--- src/npt_pkg.sv ---
// Constants and carrier types for the next page transmit register block
package npt_pkg;

  ////////////////////////////////////////////////////////////////////////////
  // Byte register addresses on the management port
  localparam logic [7:0] NPT_CTRL_ADDR = 8'h6E;  // Function and port select
  localparam logic [7:0] NPT_OFFS_ADDR = 8'h6F;  // Indirect byte offset
  localparam logic [7:0] NPT_DATA_ADDR = 8'hA0;  // Indirect byte data window

  // Control register fields
  localparam int NPT_FUNC_MSB = 7;
  localparam int NPT_FUNC_LSB = 5;
  localparam int NPT_PORT_MSB = 3;
  localparam int NPT_PORT_LSB = 0;
  localparam logic [2:0] NPT_FUNC_EEE = 3'h1;     // EEE register space
  localparam logic [3:0] NPT_PORT_FIRST = 4'h3;   // Lowest port with this register
  localparam logic [7:0] NPT_CTRL_RESET = 8'h00;
  localparam logic [7:0] NPT_OFFS_RESET = 8'h00;

  // Indirect offsets of the two bytes
  localparam logic [7:0] NPT_OFS_HI = 8'h0E;      // Bits 15:8
  localparam logic [7:0] NPT_OFS_LO = 8'h0F;      // Bits 7:0

  ////////////////////////////////////////////////////////////////////////////
  // Next page word fields
  localparam int NPT_MORE_BIT = 15;
  localparam int NPT_RSVD_BIT = 14;
  localparam int NPT_MSG_BIT = 13;
  localparam int NPT_COMPLY_BIT = 12;
  localparam int NPT_TOGGLE_BIT = 11;
  localparam int NPT_CODE_MSB = 10;
  localparam logic [15:0] NPT_WORD_RESET = 16'h2001;  // Message page, code 1
  localparam logic [15:0] NPT_WR_MASK = 16'hB7FF;     // Software-writable bits

  ////////////////////////////////////////////////////////////////////////////
  // Management byte access, one cycle per request
  typedef struct packed
  {
    logic wr;         // Write strobe
    logic rd;         // Read strobe
    logic [7:0] addr; // Byte register address
    logic [7:0] data; // Write data
  } npt_bus_req_type;

  // Link-side events from the auto-negotiation arbiter, per port
  typedef struct packed
  {
    logic start;       // Next page exchange begins
    logic page_done;   // One link codeword exchanged
    logic base_toggle; // Bit 11 of the base link codeword
  } npt_link_ev_type;

endpackage

--- src/npt_indirect_regs.sv ---
// Indirect byte access to the per-port next page transmit words
module npt_indirect_regs
#(
  parameter int NPORTS = 2  // Ports carrying the register, from port 3 up
)
(
  input wire logic clk_i,
  input wire logic rst_n_i,
  input wire npt_pkg::npt_bus_req_type bus_i,
  input wire npt_pkg::npt_link_ev_type [NPORTS-1:0] link_i,
  input wire logic [NPORTS-1:0] auto_eee_i,
  output logic [7:0] rdata_o,
  output logic rvalid_o,
  output logic [NPORTS-1:0][15:0] tx_word_o,
  output logic [NPORTS-1:0] manual_np_o
);
  import npt_pkg::*;

  ////////////////////////////////////////////////////////////////////////////
  // State
  // Selection, read port and mode flags; all load constants in reset
  logic [7:0] ctrl;          // Function and port select
  logic [7:0] next_ctrl;
  logic [7:0] offs;          // Indirect byte offset
  logic [7:0] next_offs;
  logic [7:0] rdata;         // Read data register
  logic [7:0] next_rdata;
  logic rvalid;              // Read answer strobe
  logic next_rvalid;
  logic [NPORTS-1:0] manual; // Software-programmed pages in use
  logic [NPORTS-1:0] next_manual;

  logic [NPORTS-1:0][15:0] words; // Per-port stored words
  logic [NPORTS-1:0] hit_hi;      // Window aims at upper byte of port
  logic [NPORTS-1:0] hit_lo;      // Window aims at lower byte of port
  logic eee_space;                // EEE function selected
  logic win_acc;                  // Request addresses the window

  ////////////////////////////////////////////////////////////////////////////
  // Decode of the indirect selection, shared by reads and writes
  // The selection sits in flops, so the window decode is steady within a cycle
  assign eee_space = ctrl[NPT_FUNC_MSB:NPT_FUNC_LSB] == NPT_FUNC_EEE;
  // Only the data window reaches the words; control and offset never do
  assign win_acc = bus_i.addr == NPT_DATA_ADDR;

  ////////////////////////////////////////////////////////////////////////////
  // Per-port word storage
  generate
    for (genvar g = 0; g < NPORTS; g++)
    begin : g_port
      localparam logic [3:0] PORT_ID = NPT_PORT_FIRST + 4'(g);
      logic port_sel; // This port picked in control

      assign port_sel = eee_space && ctrl[NPT_PORT_MSB:NPT_PORT_LSB] == PORT_ID;
      assign hit_hi[g] = port_sel && offs == NPT_OFS_HI;
      assign hit_lo[g] = port_sel && offs == NPT_OFS_LO;

      // Slot g holds device port 3 + g
      npt_port_word u_word
      (
        .clk_i(clk_i),
        .rst_n_i(rst_n_i),
        .wr_hi_i(bus_i.wr && win_acc && hit_hi[g]),
        .wr_lo_i(bus_i.wr && win_acc && hit_lo[g]),
        .wdata_i(bus_i.data),
        .ev_i(link_i[g]),
        .word_o(words[g])
      );

    end
  endgenerate

  ////////////////////////////////////////////////////////////////////////////
  // Next values of control, offset, read data and mode flags
  // Read data comes from the current words, so a read right after a write sees it
  always_comb
  begin
    next_ctrl = ctrl;
    next_offs = offs;
    next_rdata = rdata;
    next_rvalid = bus_i.rd;
    // Automatic exchange leaves the programmed page unused
    next_manual = ~auto_eee_i;
    // Control byte: function in 7:5, port in 3:0; bit 4 is kept but has no effect
    if (bus_i.wr && bus_i.addr == NPT_CTRL_ADDR)
    begin
      next_ctrl = bus_i.data;
    end
    // Offset byte picks which half of the word the window shows
    if (bus_i.wr && bus_i.addr == NPT_OFFS_ADDR)
    begin
      next_offs = bus_i.data;
    end
    if (bus_i.rd)
    begin
      // Unknown address or selection answers zero
      next_rdata = 8'h00;
      // Selection registers read back as written
      if (bus_i.addr == NPT_CTRL_ADDR)
      begin
        next_rdata = ctrl;
      end
      else if (bus_i.addr == NPT_OFFS_ADDR)
      begin
        next_rdata = offs;
      end
      // Window: the hit port's byte; ports never overlap, so at most one hit is set
      else if (win_acc)
      begin
        // Walk all ports rather than index by port number, which may be out of range
        for (int i = 0; i < NPORTS; i++)
        begin
          if (hit_hi[i])
          begin
            next_rdata = words[i][15:8];
          end
          if (hit_lo[i])
          begin
            next_rdata = words[i][7:0];
          end
        end
      end
    end
  end

  // Register only; reset is synchronous and loads constants, every other cycle loads the next values
  // A cleared selection points at no port, so a stray window access after reset is harmless
  always_ff @(posedge clk_i)
  begin
    if (!rst_n_i)
    begin
      ctrl <= NPT_CTRL_RESET;
      offs <= NPT_OFFS_RESET;
      rdata <= 8'h00;
      rvalid <= 1'b0;
      manual <= '0;
    end
    else
    begin
      ctrl <= next_ctrl;
      offs <= next_offs;
      rdata <= next_rdata;
      rvalid <= next_rvalid;
      manual <= next_manual;
    end
  end

  // Outputs straight from flops
  // The words come from the per-port flops, so no extra stage is needed
  assign rdata_o = rdata;
  assign rvalid_o = rvalid;
  assign tx_word_o = words;
  assign manual_np_o = manual;
endmodule

--- src/npt_port_word.sv ---
// One port's next page transmit word with its toggle logic
module npt_port_word
(
  input wire logic clk_i,
  input wire logic rst_n_i,
  input wire logic wr_hi_i,
  input wire logic wr_lo_i,
  input wire logic [7:0] wdata_i,
  input wire npt_pkg::npt_link_ev_type ev_i,
  output logic [15:0] word_o
);
  import npt_pkg::*;

  logic [15:0] word;       // Stored word
  logic [15:0] next_word;  // Next value of the word

  ////////////////////////////////////////////////////////////////////////////
  // Next word: byte writes under mask, toggle driven by the link only
  always_comb
  begin
    next_word = word;
    // Masked writes keep the toggle and reserved bit out of software reach
    if (wr_hi_i)
    begin
      next_word[15:8] = (wdata_i & NPT_WR_MASK[15:8]) | (word[15:8] & ~NPT_WR_MASK[15:8]);
    end
    if (wr_lo_i)
    begin
      next_word[7:0] = wdata_i;
    end
    // Start of exchange seeds toggle from the base page
    if (ev_i.start)
    begin
      next_word[NPT_TOGGLE_BIT] = ~ev_i.base_toggle;
    end
    else if (ev_i.page_done)
    begin
      next_word[NPT_TOGGLE_BIT] = ~word[NPT_TOGGLE_BIT];
    end
    next_word[NPT_RSVD_BIT] = 1'b0;
  end

  // Register only
  always_ff @(posedge clk_i)
  begin
    if (!rst_n_i)
    begin
      word <= NPT_WORD_RESET;
    end
    else
    begin
      word <= next_word;
    end
  end

  assign word_o = word;
endmodule

--- config.mk ---
export PLATFORM = sky130hd
export DESIGN_NAME = npt_indirect_regs
export DESIGN_NICKNAME = d
export VERILOG_FILES = /design/src/npt_pkg.sv /design/src/npt_indirect_regs.sv /design/src/npt_port_word.sv
export SDC_FILE = /design/constraint.sdc
export NUM_CORES = 1
export LEC_CHECK = 0
export BUFFER_PORTS_ARGS = -buffer_cell sky130_fd_sc_hd__buf_2
export CELL_PAD_IN_SITES_DETAIL_PLACEMENT = 0
export CELL_PAD_IN_SITES_GLOBAL_PLACEMENT = 2
export CORE_MARGIN = 4
export CORE_UTILIZATION = 32
export CTS_CLUSTER_SIZE = 12
export DETAILED_ROUTE_END_ITERATION = 8
export PLACE_DENSITY = 0.78
export SLEW_MARGIN = 40
export SYNTH_ARGS = -nofsm -noshare
export SYNTH_HDL_FRONTEND = slang
export SYNTH_SLANG_ARGS = --single-unit
export TNS_END_PERCENT = 5
--- constraint.sdc ---
create_clock -name clk_i -period 2.06 [get_ports clk_i]
set_input_delay 0.103 -clock clk_i [delete_from_list [all_inputs] [get_ports clk_i]]
set_output_delay 0.103 -clock clk_i [all_outputs]
set_load 0.02 [all_outputs]
==> results.md <==
• outcome: completed
• Synth cell types: 50
• instance count of the mapped netlist: 289
• post-layout util: 0.422
• Min Clock Period, post-route: 1.79 ns
• clock-pin slew of the registers on the worst-case setup and hold paths: 0.07 ns
• met2 WL post-DR: 3630 µm
• Hold Buf Count CTS: 6
• max frequency: 559 MHz
• Antenna Cells: 0
• Clock Tree Buf Depth: 2
• number of warnings printed during yosys synthesis: 0
• post-CTS setup-driven buffer insertion count: 0
• flip-flop cell with the highest count after synthesis: sky130_fd_sc_hd__dfxtp_1
• Post-layout nets: 397
• final setup violation count: 0
• overall global routing resource usage: 0.174
• ordered list of cells on the worst path: nor4b_4, nand4_4, nor3b_4, mux2i_1
• Final HPWL DP: 6160 µm
• amount of wire on met3 after detailed routing: 625 µm
• final worst hold slack: 0.0624 ns
• power per cell area: 657 nW/µm²
• worst-skew pair later-pin latency: 0.34 ns
• chip width: 101 µm
• WP buf/inv: 0
• routed length on met1: 3990 µm
• sequential-to-total area share from yosys stat: 0.413
• global-route wire length before repair: 13,600 µm
• effective utilization at floorplan: 0.333
• num ports: 71
• total global routing overflow: 0
• slowest stage delay, CP: 0.48 ns
• number of resized instances in the post-cts repair step: 0
• antenna violations before repair: 0
• setup repair after global routing missed its margin: no
• Synth async-reset ratio: 0
• kind of end point of the critical path: flip-flop
• EDFF count, synth: 0
• top library cells by usage in the layout, fill and taps aside: sky130_fd_sc_hd__buf_2 (68), sky130_fd_sc_hd__dfxtp_1 (57), sky130_fd_sc_hd__mux2i_1 (39)
• remaining antenna violation count: 0
• leakage dissipation: 1.39 nW
• slowest stage cell, crit path: sky130_fd_sc_hd__nor4b_4
• post-synthesis sequential element count: 57
• worst setup skew after layout: 0.00673 ns
• Core Area: 8300 µm²
• clock buffers created by TritonCTS: 9
• placement row count: 33
• summed negative setup slack over all endpoints: 0 ns
• DR DRC count: 0
• average footprint of a synthesized cell: 9.55 µm²
• final count of pins violating max slew: 0
• final worst-path cycle share: 0.869
• kind of critical path: reg -> reg
• TritonCTS clock tree: done
• highest ir drop seen on vdd: 0.399 mV
• DRT Wirelength: 8340 µm
• classification of the worst-slack hold path: in -> reg
• signed area change from the synthesized netlist to the final layout: 26.8%
• vias in the first global route: 2,495
• leading area contributor after synthesis: sky130_fd_sc_hd__dfxtp_1
• fraction of layout instances using a drive strength above 1: 0.302
• Syn Std Cell Area: 2760 µm²
• vertical extent of the die: 101 µm
• Max Cap Violations: 0
• area share of the largest cell type after synthesis: 0.413
• final weighted congestion of routability-driven global placement: 0.822
• Die Outline Area: 10,200 µm²
• Sink Count: 57
• critical path fanouts, max: 6
• worst endpoint data arrival time: 2.06 ns
• DR top layer: met4
• number of iterations in the first detailed-routing pass: 4
• detail-routed net length per standard cell: 17.4 µm
• Critical Path Source Type: flip-flop
• main area contributors after synthesis: sky130_fd_sc_hd__dfxtp_1 (41%), sky130_fd_sc_hd__mux2i_1 (14%), sky130_fd_sc_hd__nor2_1 (3.8%), sky130_fd_sc_hd__nand2_1 (3.7%), sky130_fd_sc_hd__o21ai_0 (2.5%)
• count of routing violations after the opening detailed-route iteration: 137
• largest net degree at the start of global routing: 35
• most common cell after layout, fill and taps aside: sky130_fd_sc_hd__buf_2
• CP top delay family: simple AND/OR/NAND/NOR gates
• worst path required time: 2.33 ns
• master cell of the clock root buffer: sky130_fd_sc_hd__clkbuf_8
• routed via count divided by cell count: 5.22
• Port Buffer Count: 68
• level count of the clock H-tree: 3
• vias after detailed routing: 2,501
• Final Hold Viols: 0
cell families (layout without fill, tap and decap cells):
logic type / Yosys count / count (layout) / synth area share
buffers and inverters: 23 / 107 / 0.0390
multiplexers: 41 / 41 / 0.150
XOR/XNOR: 2 / 2 / 0.00635
AO/OA/AOI/OAI: 57 / 57 / 0.135
AND/OR/NAND/NOR: 108 / 108 / 0.255
flip-flops: 57 / 57 / 0.413
other: 1 / 2 / 0.00136
metal layers:
metal | global-route usage | vias up
li1 | - | 1222
met1 | 0.243 | 1180
met2 | 0.258 | 88
met3 | 0.0519 | 11
met4 | 0.0518 | 0
met5 | 0 | -
cell usage after synthesis, types with 3 or more instances:
cell type / n
sky130_fd_sc_hd__a22oi_1: 3
sky130_fd_sc_hd__nor4b_1: 3
sky130_fd_sc_hd__nand2b_1: 3
sky130_fd_sc_hd__a21oi_1: 13
sky130_fd_sc_hd__o31ai_1: 3
sky130_fd_sc_hd__and4bb_2: 3
sky130_fd_sc_hd__a211o_1: 3
sky130_fd_sc_hd__a222oi_1: 4
sky130_fd_sc_hd__a21o_1: 4
sky130_fd_sc_hd__nor4_4: 3
sky130_fd_sc_hd__o221ai_1: 3
sky130_fd_sc_hd__nor4_1: 3
sky130_fd_sc_hd__nand4_1: 9
sky130_fd_sc_hd__nor2b_1: 8
sky130_fd_sc_hd__o21ai_0: 14
sky130_fd_sc_hd__dfxtp_1: 57
sky130_fd_sc_hd__mux2i_1: 39
sky130_fd_sc_hd__nor2_1: 28
sky130_fd_sc_hd__a31oi_1: 5
sky130_fd_sc_hd__clkbuf_1: 14
sky130_fd_sc_hd__nand2_1: 27
sky130_fd_sc_hd__buf_4: 3
state kept, by name, indices dropped and copies added (netlist names):
register              count
offs                      8
ctrl                      8
rdata_o                   8
rvalid_o                  1
g_port.u_word.word_o     30
manual_np_o               2
tightest hold or removal path: cells and delay by family:
kind | cells | cell delay (ns)
buffers and inverters | 1 | 0.13
AND/OR/NAND/NOR | 1 | 0.06
multiplexers | 1 | 0.06
path summary, 6_finish.rpt:
path / from / endpoint / slack, ns / cells past startpoint
min: bus_i[6] / g_port[0].u_word.word_o[6] / 0.06 / 3
min reg2reg: g_port[0].u_word.word_o[12] / g_port[0].u_word.word_o[12] / 0.48 / 2
max reg2reg: offs[6] / g_port[0].u_word.word_o[15] / 0.27 / 4
max: offs[6] / g_port[0].u_word.word_o[15] / 0.27 / 4
where the power goes:
group | leakage [nW] | internal [mW] | total (mW) | switching [mW]
logic | 0.835 | 0.0529 | 0.147 | 0.0936
clock network | 0.0953 | 0.587 | 1.04 | 0.455
registers | 0.460 | 1.11 | 1.11 | 0.00408
total | 1.39 | 1.75 | 2.30 | 0.553
through the flow:
| step | setup WS (ns) | cell area, µm² | power (mW) | cells |
|---|---|---|---|---|
| 4_1_cts | 0.242 | 3500 | 2.33 | 479 |
| 6_report | 0.271 | 3500 | 2.30 | 479 |
| 3_5_place_dp | 0.289 | 3240 | 1.28 | 457 |
| 5_1_grt | 0.138 | 3500 | 2.39 | 479 |
| 2_1_floorplan | 0.444 | 2760 | 1.21 | 290 |
| 3_3_place_gp | 0.312 | 3240 | 1.27 | 457 |
area by class of cell:
class | count | area, µm²
Clock buffer | 11 | 141
Multi-Input combinational cell | 210 | 1520
Clock inverter | 5 | 55.1
Timing Repair Buffer | 88 | 505
Fill cell | 859 | 4800
Inverter | 3 | 11.3
Sequential cell | 57 | 1140
Tap cell | 105 | 131
Note: power is estimated with default switching activity, not from simulation.
